--- src/rtl/oipc_pkg.sv ---
// Purpose: shared constants for the output interlock and phase control block
// Assumes: AXI4-Lite register access, 32-bit data, byte addresses below
// Notes:   angles are tenths of a degree, 0 to 3599
package oipc_pkg;
  // register byte offsets
  localparam logic [7:0] ADDR_CTRL     = 8'h00;
  localparam logic [7:0] ADDR_CLEAR    = 8'h04;
  localparam logic [7:0] ADDR_STATUS   = 8'h08;
  localparam logic [7:0] ADDR_PHASE_ON = 8'h0c;
  localparam logic [7:0] ADDR_SHIFT2   = 8'h10;
  localparam logic [7:0] ADDR_SHIFT3   = 8'h14;
  localparam logic [7:0] ADDR_IRQ_ST   = 8'h18;
  localparam logic [7:0] ADDR_IRQ_CLR  = 8'h1c;
  localparam logic [7:0] ADDR_IRQ_EN   = 8'h20;

  // control register fields
  localparam int CTRL_OUT_ON       = 0;
  localparam int CTRL_PERMIT_EN    = 1;
  localparam int CTRL_PERMIT_LATCH = 2;
  localparam int CTRL_PERMIT_HIGH  = 3;
  localparam int CTRL_ESTOP_EN     = 4;
  localparam int CTRL_ESTOP_LATCH  = 5;
  localparam int CTRL_ILK_EN       = 6;
  localparam int CTRL_ILK_LATCH    = 7;
  localparam int CTRL_SYNC_EN      = 8;
  localparam int CTRL_W            = 9;
  localparam logic [8:0] CTRL_RST  = 9'h000;

  // clear register field
  localparam int CLEAR_FAULTS = 0;

  // status register fields
  localparam int STAT_OUT_ON  = 0;
  localparam int STAT_LATCH0  = 1;
  localparam int STAT_MODE0   = 4;
  localparam int STAT_FAULT0  = 8;

  // fault channels
  localparam int CH_PERMIT = 0;
  localparam int CH_ESTOP  = 1;
  localparam int CH_ILK    = 2;
  localparam int N_CH      = 3;

  // interrupt status bits: one trip per channel, then output off and on
  localparam int IRQ_OFF = 3;
  localparam int IRQ_ON  = 4;
  localparam int IRQ_W   = 5;

  // phase angles
  localparam int N_PH                 = 3;
  localparam int ANG_W                = 12;
  localparam logic [15:0] PHASE_OFF   = 16'hffff;
  localparam logic [15:0] PHASE_RST   = 16'hffff;
  localparam logic [11:0] ANGLE_MAX   = 12'he0f;
  localparam logic [12:0] ANGLE_FULL  = 13'h0e10;
  localparam logic [11:0] SHIFT_RST   = 12'h000;

  // AXI responses
  localparam logic [1:0] RESP_OKAY   = 2'b00;
  localparam logic [1:0] RESP_SLVERR = 2'b10;

  typedef enum logic [1:0] {
    MODE_OFF  = 2'b00,
    MODE_VREG = 2'b01,
    MODE_IREG = 2'b10
  } oipc_mode_t;

  typedef enum logic {
    OS_OFF = 1'b0,
    OS_ON  = 1'b1
  } oipc_out_t;
endpackage

--- src/rtl/oipc_top.sv ---
// Purpose: output gating by safety inputs, mode report, start phase angles
// Assumes: pins synchronous to clk_in; AXI4-Lite register access
// Notes:   one write and one read in flight at most
// How it works
// - permit disabled: pin level and polarity have no effect
// - permit latch on: permit trip stays latched after pin recovers
// - permit polarity: high polarity needs pin high, low polarity needs low
// - emergency-off disabled: its pin is ignored
// - emergency-off enabled: its pin gates the output
// - emergency-off latch on: its trip stays latched, else not latched
// - interlock disabled: its pin is ignored
// - interlock enabled: its pin gates the output
// - interlock latch on: its trip stays latched, else not latched
// - latched fault clears only once its cause has gone
// - mode reads off while output off, else voltage or current loop
// - any phase in current regulation makes the mode current regulation
// - waves start at programmed angle on turn-on and wave switch, 0 to 359.9
// - start angle minus one disables feature; turn-on starts at zero
// - feature disabled: new wave starts at previous wave's end angle
// - start angle is phase one; others offset by their own shift
//
// Local design decisions: the placing of the registers and the AXI4-Lite slave port.
`timescale 1ns/1ps
`default_nettype none
module oipc_top (
  input  wire logic                   clk_in,
  input  wire logic                   reset_n_in,
  input  wire logic                   s_axi_awvalid,
  output logic                        s_axi_awready,
  input  wire logic [7:0]             s_axi_awaddr,
  input  wire logic                   s_axi_wvalid,
  output logic                        s_axi_wready,
  input  wire logic [31:0]            s_axi_wdata,
  input  wire logic [3:0]             s_axi_wstrb,
  output logic                        s_axi_bvalid,
  input  wire logic                   s_axi_bready,
  output logic [1:0]                  s_axi_bresp,
  input  wire logic                   s_axi_arvalid,
  output logic                        s_axi_arready,
  input  wire logic [7:0]             s_axi_araddr,
  output logic                        s_axi_rvalid,
  input  wire logic                   s_axi_rready,
  output logic [31:0]                 s_axi_rdata,
  output logic [1:0]                  s_axi_rresp,
  input  wire logic                   remote_permit_input_in,
  input  wire logic                   estop_input_in,
  input  wire logic                   interlock_input_in,
  input  wire logic [2:0]             constant_current_regulation_in,
  input  wire logic                   wave_change_in,
  input  wire logic [11:0]            prev_end_angle_in,
  output logic                        output_enable_out,
  output logic [1:0]                  mode_out,
  output logic                        wave_start_out,
  output logic [2:0][11:0]            start_angle_out,
  output logic                        irq_out
);
  typedef struct packed {
    logic [8:0]                     ctrl;
    logic [15:0]                    phase_on;
    logic [1:0][11:0]               shift;
    logic [4:0]                     irq_st;
    logic [4:0]                     irq_en;
    oipc_pkg::oipc_out_t            ost;
    logic                           awv;
    logic [7:0]                     aw_addr;
    logic                           wv;
    logic [31:0]                    w_data;
    logic [3:0]                     w_strb;
    logic                           bvalid;
    logic [1:0]                     bresp;
    logic                           rvalid;
    logic [31:0]                    rdata;
    logic [1:0]                     rresp;
    logic                           clr;
    logic                           start;
    logic [2:0][11:0]               angle;
    oipc_pkg::oipc_mode_t           mode;
  } oipc_st_t;

  localparam oipc_st_t ST_RST = '{
    ctrl: oipc_pkg::CTRL_RST, phase_on: oipc_pkg::PHASE_RST,
    shift: {oipc_pkg::SHIFT_RST, oipc_pkg::SHIFT_RST},
    irq_st: 5'h00, irq_en: 5'h00, ost: oipc_pkg::OS_OFF,
    awv: 1'b0, aw_addr: 8'h00, wv: 1'b0, w_data: 32'h0000_0000,
    w_strb: 4'h0, bvalid: 1'b0, bresp: oipc_pkg::RESP_OKAY,
    rvalid: 1'b0, rdata: 32'h0000_0000, rresp: oipc_pkg::RESP_OKAY,
    clr: 1'b0, start: 1'b0, angle: 36'h0_0000_0000,
    mode: oipc_pkg::MODE_OFF};

  oipc_st_t s_r;
  oipc_st_t s_nxt;

  logic [2:0] ch_en;
  logic [2:0] ch_latch_en;
  logic [2:0] ch_fault;
  logic [2:0] ch_block;
  logic [2:0] ch_latched;
  logic [2:0] ch_trip;

  // add two angles modulo a full circle
  function automatic logic [11:0] add_mod(input logic [11:0] a, input logic [11:0] b);
    logic [12:0] sum;
    sum = {1'b0, a} + {1'b0, b};
    if (sum >= oipc_pkg::ANGLE_FULL) begin
      sum = sum - oipc_pkg::ANGLE_FULL;
    end
    return sum[11:0];
  endfunction

  // merge write data into a register image by byte lanes
  function automatic logic [31:0] merge(input logic [31:0] old, input logic [31:0] wd,
                                        input logic [3:0] strb);
    logic [31:0] res;
    res = old;
    for (int i = 0; i < 4; i++) begin
      if (strb[i]) begin
        res[i*8 +: 8] = wd[i*8 +: 8];
      end
    end
    return res;
  endfunction

  // true for an angle within 0 to 359.9 degrees
  function automatic logic angle_ok(input logic [15:0] v);
    return (v[15:12] == 4'h0) && (v[11:0] <= oipc_pkg::ANGLE_MAX);
  endfunction

  function automatic logic mapped(input logic [7:0] a);
    case (a)
      oipc_pkg::ADDR_CTRL, oipc_pkg::ADDR_CLEAR, oipc_pkg::ADDR_STATUS,
      oipc_pkg::ADDR_PHASE_ON, oipc_pkg::ADDR_SHIFT2, oipc_pkg::ADDR_SHIFT3,
      oipc_pkg::ADDR_IRQ_ST, oipc_pkg::ADDR_IRQ_CLR,
      oipc_pkg::ADDR_IRQ_EN: return 1'b1;
      default: return 1'b0;
    endcase
  endfunction

  assign ch_en[oipc_pkg::CH_PERMIT]       = s_r.ctrl[oipc_pkg::CTRL_PERMIT_EN];
  assign ch_en[oipc_pkg::CH_ESTOP]        = s_r.ctrl[oipc_pkg::CTRL_ESTOP_EN];
  assign ch_en[oipc_pkg::CH_ILK]          = s_r.ctrl[oipc_pkg::CTRL_ILK_EN];
  assign ch_latch_en[oipc_pkg::CH_PERMIT] = s_r.ctrl[oipc_pkg::CTRL_PERMIT_LATCH];
  assign ch_latch_en[oipc_pkg::CH_ESTOP]  = s_r.ctrl[oipc_pkg::CTRL_ESTOP_LATCH];
  assign ch_latch_en[oipc_pkg::CH_ILK]    = s_r.ctrl[oipc_pkg::CTRL_ILK_LATCH];

  assign ch_fault[oipc_pkg::CH_PERMIT] = s_r.ctrl[oipc_pkg::CTRL_PERMIT_HIGH]
                                         ? ~remote_permit_input_in : remote_permit_input_in;
  assign ch_fault[oipc_pkg::CH_ESTOP]  = estop_input_in;
  assign ch_fault[oipc_pkg::CH_ILK]    = ~interlock_input_in;

  genvar g;
  generate
    for (g = 0; g < oipc_pkg::N_CH; g++) begin : g_ch
      oipc_fault_latch u_latch (
        .clk_in      (clk_in),
        .reset_n_in  (reset_n_in),
        .func_en_in  (ch_en[g]),
        .latch_en_in (ch_latch_en[g]),
        .fault_in    (ch_fault[g]),
        .clear_in    (s_r.clr),
        .block_out   (ch_block[g]),
        .latched_out (ch_latched[g]),
        .trip_out    (ch_trip[g])
      );
    end
  endgenerate

  always_comb begin
    logic        go_on;
    logic        turn_on;
    logic        turn_off;
    logic        feature;
    logic [11:0] base;
    logic [31:0] img;
    logic [4:0]  ev;
    go_on    = 1'b0;
    turn_on  = 1'b0;
    turn_off = 1'b0;
    feature  = 1'b0;
    base     = 12'h000;
    img      = 32'h0000_0000;
    ev       = 5'h00;
    s_nxt    = s_r;
    s_nxt.clr   = 1'b0;
    s_nxt.start = 1'b0;

    go_on = s_r.ctrl[oipc_pkg::CTRL_OUT_ON] & ~(|ch_block);
    case (s_r.ost)
      oipc_pkg::OS_OFF: begin
        if (go_on) begin
          s_nxt.ost = oipc_pkg::OS_ON;
          turn_on   = 1'b1;
        end
      end
      oipc_pkg::OS_ON: begin
        if (!go_on) begin
          s_nxt.ost = oipc_pkg::OS_OFF;
          turn_off  = 1'b1;
        end
      end
      default: s_nxt.ost = oipc_pkg::OS_OFF;
    endcase

    if (s_nxt.ost == oipc_pkg::OS_OFF) begin
      s_nxt.mode = oipc_pkg::MODE_OFF;
    end else if (|constant_current_regulation_in) begin
      s_nxt.mode = oipc_pkg::MODE_IREG;
    end else begin
      s_nxt.mode = oipc_pkg::MODE_VREG;
    end

    feature = s_r.ctrl[oipc_pkg::CTRL_SYNC_EN] && (s_r.phase_on != oipc_pkg::PHASE_OFF);
    if (feature) begin
      base = s_r.phase_on[11:0];
    end else if (turn_on) begin
      base = 12'h000;
    end else begin
      base = prev_end_angle_in;
    end
    if (turn_on || (wave_change_in && s_r.ost == oipc_pkg::OS_ON && go_on)) begin
      s_nxt.start    = 1'b1;
      s_nxt.angle[0] = base;
      s_nxt.angle[1] = add_mod(base, s_r.shift[0]);
      s_nxt.angle[2] = add_mod(base, s_r.shift[1]);
    end

    // write channel
    if (s_axi_awvalid && s_axi_awready) begin
      s_nxt.awv     = 1'b1;
      s_nxt.aw_addr = s_axi_awaddr;
    end
    if (s_axi_wvalid && s_axi_wready) begin
      s_nxt.wv     = 1'b1;
      s_nxt.w_data = s_axi_wdata;
      s_nxt.w_strb = s_axi_wstrb;
    end
    if (s_r.awv && s_r.wv) begin
      s_nxt.awv    = 1'b0;
      s_nxt.wv     = 1'b0;
      s_nxt.bvalid = 1'b1;
      s_nxt.bresp  = mapped(s_r.aw_addr) ? oipc_pkg::RESP_OKAY : oipc_pkg::RESP_SLVERR;
      case (s_r.aw_addr)
        oipc_pkg::ADDR_CTRL: begin
          img        = merge({23'h000000, s_r.ctrl}, s_r.w_data, s_r.w_strb);
          s_nxt.ctrl = img[8:0];
        end
        oipc_pkg::ADDR_CLEAR: begin
          img       = merge(32'h0000_0000, s_r.w_data, s_r.w_strb);
          s_nxt.clr = img[oipc_pkg::CLEAR_FAULTS];
        end
        oipc_pkg::ADDR_PHASE_ON: begin
          img = merge({16'h0000, s_r.phase_on}, s_r.w_data, s_r.w_strb);
          if (angle_ok(img[15:0]) || img[15:0] == oipc_pkg::PHASE_OFF) begin
            s_nxt.phase_on = img[15:0];
          end
        end
        oipc_pkg::ADDR_SHIFT2: begin
          img = merge({20'h00000, s_r.shift[0]}, s_r.w_data, s_r.w_strb);
          if (angle_ok(img[15:0])) begin
            s_nxt.shift[0] = img[11:0];
          end
        end
        oipc_pkg::ADDR_SHIFT3: begin
          img = merge({20'h00000, s_r.shift[1]}, s_r.w_data, s_r.w_strb);
          if (angle_ok(img[15:0])) begin
            s_nxt.shift[1] = img[11:0];
          end
        end
        oipc_pkg::ADDR_IRQ_CLR: begin
          img          = merge(32'h0000_0000, s_r.w_data, s_r.w_strb);
          s_nxt.irq_st = s_r.irq_st & ~img[4:0];
        end
        oipc_pkg::ADDR_IRQ_EN: begin
          img          = merge({27'h0000000, s_r.irq_en}, s_r.w_data, s_r.w_strb);
          s_nxt.irq_en = img[4:0];
        end
        default: img = 32'h0000_0000;
      endcase
    end
    if (s_r.bvalid && s_axi_bready) begin
      s_nxt.bvalid = 1'b0;
    end

    // events set after clear so a same-cycle event wins
    ev[oipc_pkg::N_CH-1:0] = ch_trip;
    ev[oipc_pkg::IRQ_OFF]  = turn_off;
    ev[oipc_pkg::IRQ_ON]   = turn_on;
    s_nxt.irq_st = s_nxt.irq_st | ev;

    // read channel
    if (s_axi_arvalid && s_axi_arready) begin
      s_nxt.rvalid = 1'b1;
      s_nxt.rresp  = mapped(s_axi_araddr) ? oipc_pkg::RESP_OKAY : oipc_pkg::RESP_SLVERR;
      case (s_axi_araddr)
        oipc_pkg::ADDR_CTRL:     s_nxt.rdata = {23'h000000, s_r.ctrl};
        oipc_pkg::ADDR_STATUS:   s_nxt.rdata = {21'h000000, ch_fault & ch_en, 2'b00,
                                                s_r.mode, ch_latched, s_r.ost == oipc_pkg::OS_ON};
        oipc_pkg::ADDR_PHASE_ON: s_nxt.rdata = {16'h0000, s_r.phase_on};
        oipc_pkg::ADDR_SHIFT2:   s_nxt.rdata = {20'h00000, s_r.shift[0]};
        oipc_pkg::ADDR_SHIFT3:   s_nxt.rdata = {20'h00000, s_r.shift[1]};
        oipc_pkg::ADDR_IRQ_ST:   s_nxt.rdata = {27'h0000000, s_r.irq_st};
        oipc_pkg::ADDR_IRQ_EN:   s_nxt.rdata = {27'h0000000, s_r.irq_en};
        default:                 s_nxt.rdata = 32'h0000_0000;
      endcase
    end else if (s_r.rvalid && s_axi_rready) begin
      s_nxt.rvalid = 1'b0;
    end
  end

  always_ff @(posedge clk_in or negedge reset_n_in) begin
    if (!reset_n_in) begin
      s_r <= ST_RST;
    end else begin
      s_r <= s_nxt;
    end
  end

  assign s_axi_awready     = ~s_r.awv & ~s_r.bvalid;
  assign s_axi_wready      = ~s_r.wv & ~s_r.bvalid;
  assign s_axi_bvalid      = s_r.bvalid;
  assign s_axi_bresp       = s_r.bresp;
  assign s_axi_arready     = ~s_r.rvalid;
  assign s_axi_rvalid      = s_r.rvalid;
  assign s_axi_rdata       = s_r.rdata;
  assign s_axi_rresp       = s_r.rresp;
  assign output_enable_out = s_r.ost == oipc_pkg::OS_ON;
  assign mode_out          = s_r.mode;
  assign wave_start_out    = s_r.start;
  assign start_angle_out   = s_r.angle;
  assign irq_out           = |(s_r.irq_st & s_r.irq_en);
endmodule
`default_nettype wire

--- src/rtl/oipc_fault_latch.sv ---
// Purpose: one safety input channel with optional latching of its trip
// Assumes: fault_in is already polarity corrected, high means stop
// Notes:   clear is refused while the fault is still present
`timescale 1ns/1ps
`default_nettype none
module oipc_fault_latch (
  input  wire logic clk_in,
  input  wire logic reset_n_in,
  input  wire logic func_en_in,
  input  wire logic latch_en_in,
  input  wire logic fault_in,
  input  wire logic clear_in,
  output logic      block_out,
  output logic      latched_out,
  output logic      trip_out
);
  typedef struct packed {
    logic latched;
    logic fault_d;
  } oipc_fl_t;

  oipc_fl_t s_r;
  oipc_fl_t s_nxt;
  logic     fault_act;

  assign fault_act = func_en_in & fault_in;

  always_comb begin
    s_nxt         = s_r;
    s_nxt.fault_d = fault_act;
    if (!func_en_in) begin
      s_nxt.latched = 1'b0;
    end else if (fault_act && latch_en_in) begin
      s_nxt.latched = 1'b1;
    end else if (clear_in && !fault_act) begin
      s_nxt.latched = 1'b0;
    end
  end

  always_ff @(posedge clk_in or negedge reset_n_in) begin
    if (!reset_n_in) begin
      s_r <= '0;
    end else begin
      s_r <= s_nxt;
    end
  end

  assign block_out   = fault_act | s_r.latched;
  assign latched_out = s_r.latched;
  assign trip_out    = fault_act & ~s_r.fault_d;
endmodule
`default_nettype wire

--- config.mk ---
export PLATFORM = sky130hd
export DESIGN_NAME = oipc_top
export DESIGN_NICKNAME = d
export VERILOG_FILES = /design/src/rtl/oipc_pkg.sv /design/src/rtl/oipc_top.sv /design/src/rtl/oipc_fault_latch.sv
export SDC_FILE = /design/constraint.sdc
export NUM_CORES = 1
export LEC_CHECK = 0
export BUFFER_PORTS_ARGS = -buffer_cell sky130_fd_sc_hd__buf_2
export CAP_MARGIN = 20
export CORE_ASPECT_RATIO = 2
export CORE_MARGIN = 8
export CORE_UTILIZATION = 61
export DETAILED_ROUTE_END_ITERATION = 16
export PLACE_DENSITY = 0.95
export SYNTH_ARGS = -nofsm -noshare
export SYNTH_HDL_FRONTEND = slang
export SYNTH_SLANG_ARGS = --single-unit
--- constraint.sdc ---
create_clock -name clk_in -period 7 [get_ports clk_in]
set_input_delay 1.4 -clock clk_in [delete_from_list [all_inputs] [get_ports clk_in]]
set_output_delay 1.4 -clock clk_in [all_outputs]
set_load 0.05 [all_outputs]
==> run summary, run 1 <==
Final Slew Violations: 0
Fill cells: 1,105
number of flops mapped to enable cells by yosys: 0
worst-path fanout max: 13
clk root buf: clkbuf_16
fmax: 174 MHz
Synth Area in XOR/XNOR: 0.0163
I/O pins: 160
Clock transition at path regs: 0.07 ns
WL final: 25,400 um
DRC: 0
area occupied by multi-input gates: 0.00458 sq mm
Remaining Overflow, GRT: 0
number of global-route vias before repair: 7,941
Yosys warnings: 0
HPWL after DPL: 18,800 um
fin crit share: 0.820
Die X: 103 um
Area growth, synth to finish: 10.0%
fraction of registers with async set/reset: 1.00
FF+latch area: 0.00387 sq mm
top cells by count, synth: dfrtp_1 (138), nand2_1 (95), mux2_2 (89)
post-synthesis cell type count: 80
initial antenna violation count: 0
gr usage total: 0.272
ys flop type: dfrtp_1
first-pass GRT wire length: 40,300 um
Starting Density: 0.620
mean area per synthesized cell: 10.2 sq um
Netlist Area Pre-Place: 0.00914 sq mm
RSZ-0062 raised after global routing: false
n_diodes: 0
most common cell in the netlist: dfrtp_1
mux cell area share after synthesis: 0.116
Yosys reg bits: 154
layout cells sized above 1: 0.298
postcts setup bufs: 0
Final Critical Period: 5.74 ns
TritonCTS Buffers: 17
GR Util met2: 0.470
Synth area leaders: dfrtp_1 (38%), mux2_2 (11%), buf_4 (6.2%)
crit path launch type: primary input
DR WL/cell: 21.7 um
RePlAce Congestion: 0.971
largest net degree at the start of global routing: 96
post-synthesis instance total: 898
Power Dens Cells: 335 mW/mm^2
Slew @ Worst Pin: 1.03 ns
Hold Path Class: reg2reg
final-stage net count: 1,072
met1 Use GR: 0.260
Setup Skew: 0.00887 ns
M3 GR Usage: 0.0618
Setup crit end kind: flop
initial DRC count: 712
Clk Latency, worst-skew pair: 0.45 ns
CTS tree: yes
WHS: 0.435 ns
Buffers on Ports: 123
Simple-Gate Fraction of Synth Area: 0.153
compound-cell area share of the yosys netlist: 0.159
Worst VDD drop: 0.000306 V
largest family of logic cells by synthesized area: compound AO/OA/AOI/OAI gates
depth of the CTS H-tree: 4
cell taking the most area after synthesis: dfrtp_1
CTS Buffer Depth: 2
Most Used Layer, Global Route: met2
Via density: 6.45
leakage: 4.91 nW
drt pass-1 iters: 9
Hold-fix buffers, CTS: 0
Routed Antenna Nets: 0
CTS sink count: 154
post-synthesis adder-cell area fraction: 0.0482
CP arrival: 6.08 ns
max_cap viols: 0
Final Setup Violations: 0
final hold vios: 0
outcome: completed
core area: 0.0147 sq mm
Required @ worst endpoint: 7.34 ns
Die Span Y: 189 um
top cell type's share of synthesized area: 0.378
WS Path Type: in2reg
die area: 0.0194 sq mm
Slew HR: 0.308
vias after detailed routing: 7,530
post-synthesis sequential area ratio: 0.424
# rows: 63
PostCTS Resize Cnt: 0
setup TNS: 0 ns
-- logic make-up after synthesis --
kind of cell | Yosys count
buffers and inverters | 128
XOR/XNOR | 17
other | 1
adder cells (fa/ha/maj) | 34
multiplexers | 95
AO/OA/AOI/OAI | 197
AND/OR/NAND/NOR | 272
flip-flops | 154
-- state kept, by name, summed over array words and instances (netlist names) --
name and cells:
output_enable_out 1, s_r 82, wave_start_out 1, g_ch.u_latch.latched_out 3, mode_out 2, ch_en 3, s_axi_bvalid 1, g_ch.u_latch.s_r 3
ch_latch_en 3, s_axi_bresp 1, s_axi_rvalid 1, s_axi_rdata 16, s_axi_rresp 1, start_angle_out 36
-- per-stage QoR --
step / cells / utilization / total power [mW] / cell area (sq um) / setup slack (ns)
final: 1168 / 0.683 / 3.37 / 10100 / 1.26
after global routing: 1168 / 0.683 / 3.52 / 10100 / 0.951
after CTS: 1166 / 0.682 / 3.37 / 10000 / 1.27
after detailed placement: 1134 / 0.641 / 2.43 / 9450 / 0.956
after global placement: 1134 / 0.641 / 2.39 / 9450 / 1.08
after floorplan: 915 / - / 2.22 / 9210 / 1.76
-- cell type report --
cell class | count | share of cell area
Tap cell | 195 | 0.0242
Sequential cell | 154 | 0.385
Clock inverter | 15 | 0.0169
Timing Repair Buffer | 131 | 0.0678
Clock buffer | 17 | 0.0423
Inverter | 23 | 0.00858
Multi-Input combinational cell | 633 | 0.455
-- where the power goes --
part	total [mW]	internal (mW)	switching, mW
logic	1.12	0.393	0.731
clock network	0.930	0.484	0.446
registers	1.32	1.08	0.243
-- layer usage --
| layer | vias up | wire length [um] |
|---|---|---|
| met5 | - | 0 |
| li1 | 3334 | - |
| met1 | 3605 | 8260 |
| met3 | 177 | 1630 |
| met2 | 414 | 13300 |
| met4 | 0 | 2170 |
-- worst max-delay path, cell delays in order --
cell and delay (ns):
buf_2 0.12, xor2_1 0.17, nand2_1 0.14, nand4_1 0.27, or2_2 0.51, nand3_1 0.15
o21ai_0 0.32, ha_1 0.47, nor4b_1 0.08, a2111oi_2 0.41, o211ai_2 0.20, inv_1 0.12
ha_1 0.18, nand4b_1 0.11, a21oi_1 0.23, nor4_1 0.09, a311o_4 0.44, or4_1 0.48
o21ai_1 0.13, a21oi_1 0.05
-- final timing paths --
path / from / endpoint / slack, ns / depth (start not counted)
min reg2reg: g_ch[0].u_latch.s_r[0]$_DFF_PN0_ / s_r[130]$_DFF_PN0_ / 0.43 / 1
min in group asynchronous: reset_n_in / s_axi_rresp[1]$_DFFE_PN0P_ / 1.02 / 1
min: g_ch[0].u_latch.s_r[0]$_DFF_PN0_ / s_r[130]$_DFF_PN0_ / 0.43 / 1
max: remote_permit_input_in / start_angle_out[20]$_DFFE_PN0P_ / 1.26 / 20
max in group asynchronous: reset_n_in / s_axi_rdata[14]$_DFFE_PN0P_ / 4.73 / 2
max reg2reg: s_r[165]$_DFFE_PN1P_ / start_angle_out[20]$_DFFE_PN0P_ / 1.61 / 20
-- placed cells by master (no fill, tap or decap), drive strengths merged, types with 19 or more instances in the layout --
master  count
a21o       19
nand3      30
mux2       89
nor2       36
nand2      95
buf       130
inv        34
dfrtp     138
ha         32
o21ai      44
a21oi      27
Note: power is estimated with default switching activity, not from simulation.
==> run 2: changes to the inputs <==
--- a/config.mk
+++ b/config.mk
@@ -9,9 +9,9 @@
 export CAP_MARGIN = 20
 export CORE_ASPECT_RATIO = 2
 export CORE_MARGIN = 8
-export CORE_UTILIZATION = 61
+export CORE_UTILIZATION = 57
 export DETAILED_ROUTE_END_ITERATION = 16
-export PLACE_DENSITY = 0.95
+export PLACE_DENSITY = 0.92
 export SYNTH_ARGS = -nofsm -noshare
 export SYNTH_HDL_FRONTEND = slang
 export SYNTH_SLANG_ARGS = --single-unit
==> constraint.sdc (replaced) <==
create_clock -name clk_in -period 5.4 [get_ports clk_in]
set_input_delay 1.08 -clock clk_in [delete_from_list [all_inputs] [get_ports clk_in]]
set_output_delay 1.08 -clock clk_in [all_outputs]
set_load 0.05 [all_outputs]
==> run 2 against run 1 <==
Effect of this change: global-route usage decreased by 3.2 points; first-iteration DRC count decreased by 23%; sequential power increased by 29%; combinational power increased by 31%; routed wire length decreased by 3.1%; clock power increased by 27%; total power increased by 29%; clock skew increased by 0.0047 ns; cell count increased by 1.7%; utilization decreased by 3.8 points; design area increased by 1.1%; sequential share of layout area decreased by 0.44 points.
==> run summary, run 2 (synthesis gave the netlist of run 1 again) <==
outcome: completed
Slew @ Worst Pin: 1.16 ns
CP arrival: 5.46 ns
pre-CTS setup slack: 0.192 ns
max FFs per register: 82
Via density: 6.26
layout cells sized above 1: 0.311
Fill cells: 1,292
initial DRC count: 546
leakage: 4.98 nW
Reg2Reg Depth: 20
Power Dens Cells: 428 mW/mm^2
Die Span Y: 195 um
WL final: 24,600 um
gr usage total: 0.241
CP top delay family: simple AND/OR/NAND/NOR gates
Routed Antenna Nets: 0
DRC: 0
CTS tree: yes
Biggest register: s_r
CP Cell Sequence: nand4_1, or4_4, o31ai_1, buf_4, nand3_1, nand2_1, ha_1, inv_1, fa_1, nand3b_1, nand2_2, xor2_1, ha_1, nand4b_1, a21oi_2, nor4_1, a311o_4, or4_1, o21ai_1, a21oi_1
Setup crit end kind: flop
Clock transition at path regs: 0.07 ns
vias after detailed routing: 7,438
CTS sink count: 154
Remaining Overflow, GRT: 0
TritonCTS Buffers: 17
die area: 0.0206 sq mm
min-delay src: g_ch[1].u_latch.s_r[0]$_DFF_PN0_
max_cap viols: 0
Starting Density: 0.580
Hold Path Class: reg2reg
worst-path fanout max: 11
Crit path depth: 20
Hold Crit Depth: 1
Hold-fix buffers, CTS: 0
Final Critical Period: 5.13 ns
Setup Skew: 0.0136 ns
number of global-route vias before repair: 7,764
FF+latch area: 0.00387 sq mm
largest net degree at the start of global routing: 76
FF-to-FF setup slack: 0.27 ns
# rows: 65
CP max-delay cell: dfstp_2
PnR worst setup slack: 0.268 ns
setup TNS: 0 ns
initial antenna violation count: 0
Die X: 106 um
Most common cell on crit path: ha_1
slowest cell delay on critical path: 0.58 ns
most common cell after layout, fill and taps aside: dfrtp_1
n_diodes: 0
fin crit share: 0.950
fmax: 195 MHz
Area growth, synth to finish: 11.3%
crit path launch type: flop
depth of the CTS H-tree: 4
Critical Path Start: s_r[166]$_DFFE_PN1P_
area occupied by multi-input gates: 0.00459 sq mm
Buf/Inv on CP: 2
Required @ worst endpoint: 5.72 ns
final-stage net count: 1,086
RSZ-0062 raised after global routing: false
HPWL after DPL: 19,000 um
Final Util: 0.645
Hold EP: s_r[131]$_DFF_PN0_
Critical R2R Capture: start_angle_out[20]$_DFFE_PN0P_
RePlAce Congestion: 0.984
drt pass-1 iters: 8
first-pass GRT wire length: 39,500 um
commonest non-fill, non-tap cells in the layout: dfrtp_1 (138), buf_2 (122), nand2_1 (94), mux2_2 (89), o21ai_0 (39)
DR WL/cell: 20.7 um
Buffers on Ports: 123
r2r startpoint: s_r[166]$_DFFE_PN1P_
Final Setup Violations: 0
final hold vios: 0
clk root buf: clkbuf_16
Final Slew Violations: 0
CTS Buffer Depth: 2
core area: 0.0158 sq mm
WS Path Type: reg2reg
Slew HR: 0.220
Tot Pwr: 4.36 mW
Worst VDD drop: 0.000338 V
Clk Latency, worst-skew pair: 0.44 ns
I/O pins: 160
## run 2: cell type report
class	instances	share of cell area
Clock buffer	17	0.0418
Inverter	23	0.00848
Sequential cell	154	0.381
Tap cell	201	0.0247
Clock inverter	15	0.0160
Timing Repair Buffer	145	0.0773
Multi-Input combinational cell	633	0.451
## run 2: through the flow
step | hold WS (ns) | instances | cell area, sq um
3_3_place_gp | 0.418 | 1154 | 9560
3_5_place_dp | 0.422 | 1154 | 9560
5_1_grt | 0.479 | 1188 | 10200
4_1_cts | 0.432 | 1186 | 10200
2_1_floorplan | 0.411 | 915 | 9210
6_report | 0.431 | 1188 | 10200
## run 2: worst max path at each step
stage                                       to  slack (ns)
6_report       start_angle_out[20]$_DFFE_PN0P_        0.27
5_1_grt        start_angle_out[20]$_DFFE_PN0P_        0.02
4_1_cts        start_angle_out[20]$_DFFE_PN0P_        0.09
3_5_place_dp   start_angle_out[20]$_DFFE_PN0P_        0.19
3_3_place_gp   start_angle_out[20]$_DFFE_PN0P_        0.25
2_1_floorplan  start_angle_out[20]$_DFFE_PN0P_        0.48
## run 2: timing repair
action / in CTS / in global routing
endpoints found under the setup margin: 0 / 5
gates resized for setup: 0 / 3
buffers inserted: 0 / 1
## run 2: power breakdown
| part | leakage [nW] | total, mW | internal (mW) | switching (mW) |
|---|---|---|---|---|
| logic | 2.70 | 1.47 | 0.530 | 0.945 |
| clock network | 0.288 | 1.18 | 0.624 | 0.554 |
| registers | 1.99 | 1.70 | 1.39 | 0.308 |
## run 2: layer usage
layer  vias up  wire [um]  GRT usage
met4         0       1530      0.173
met2       372      13600      0.446
met1      3571       8010      0.222
li1       3363          -          -
met3       132       1460     0.0538
met5         -          0          0
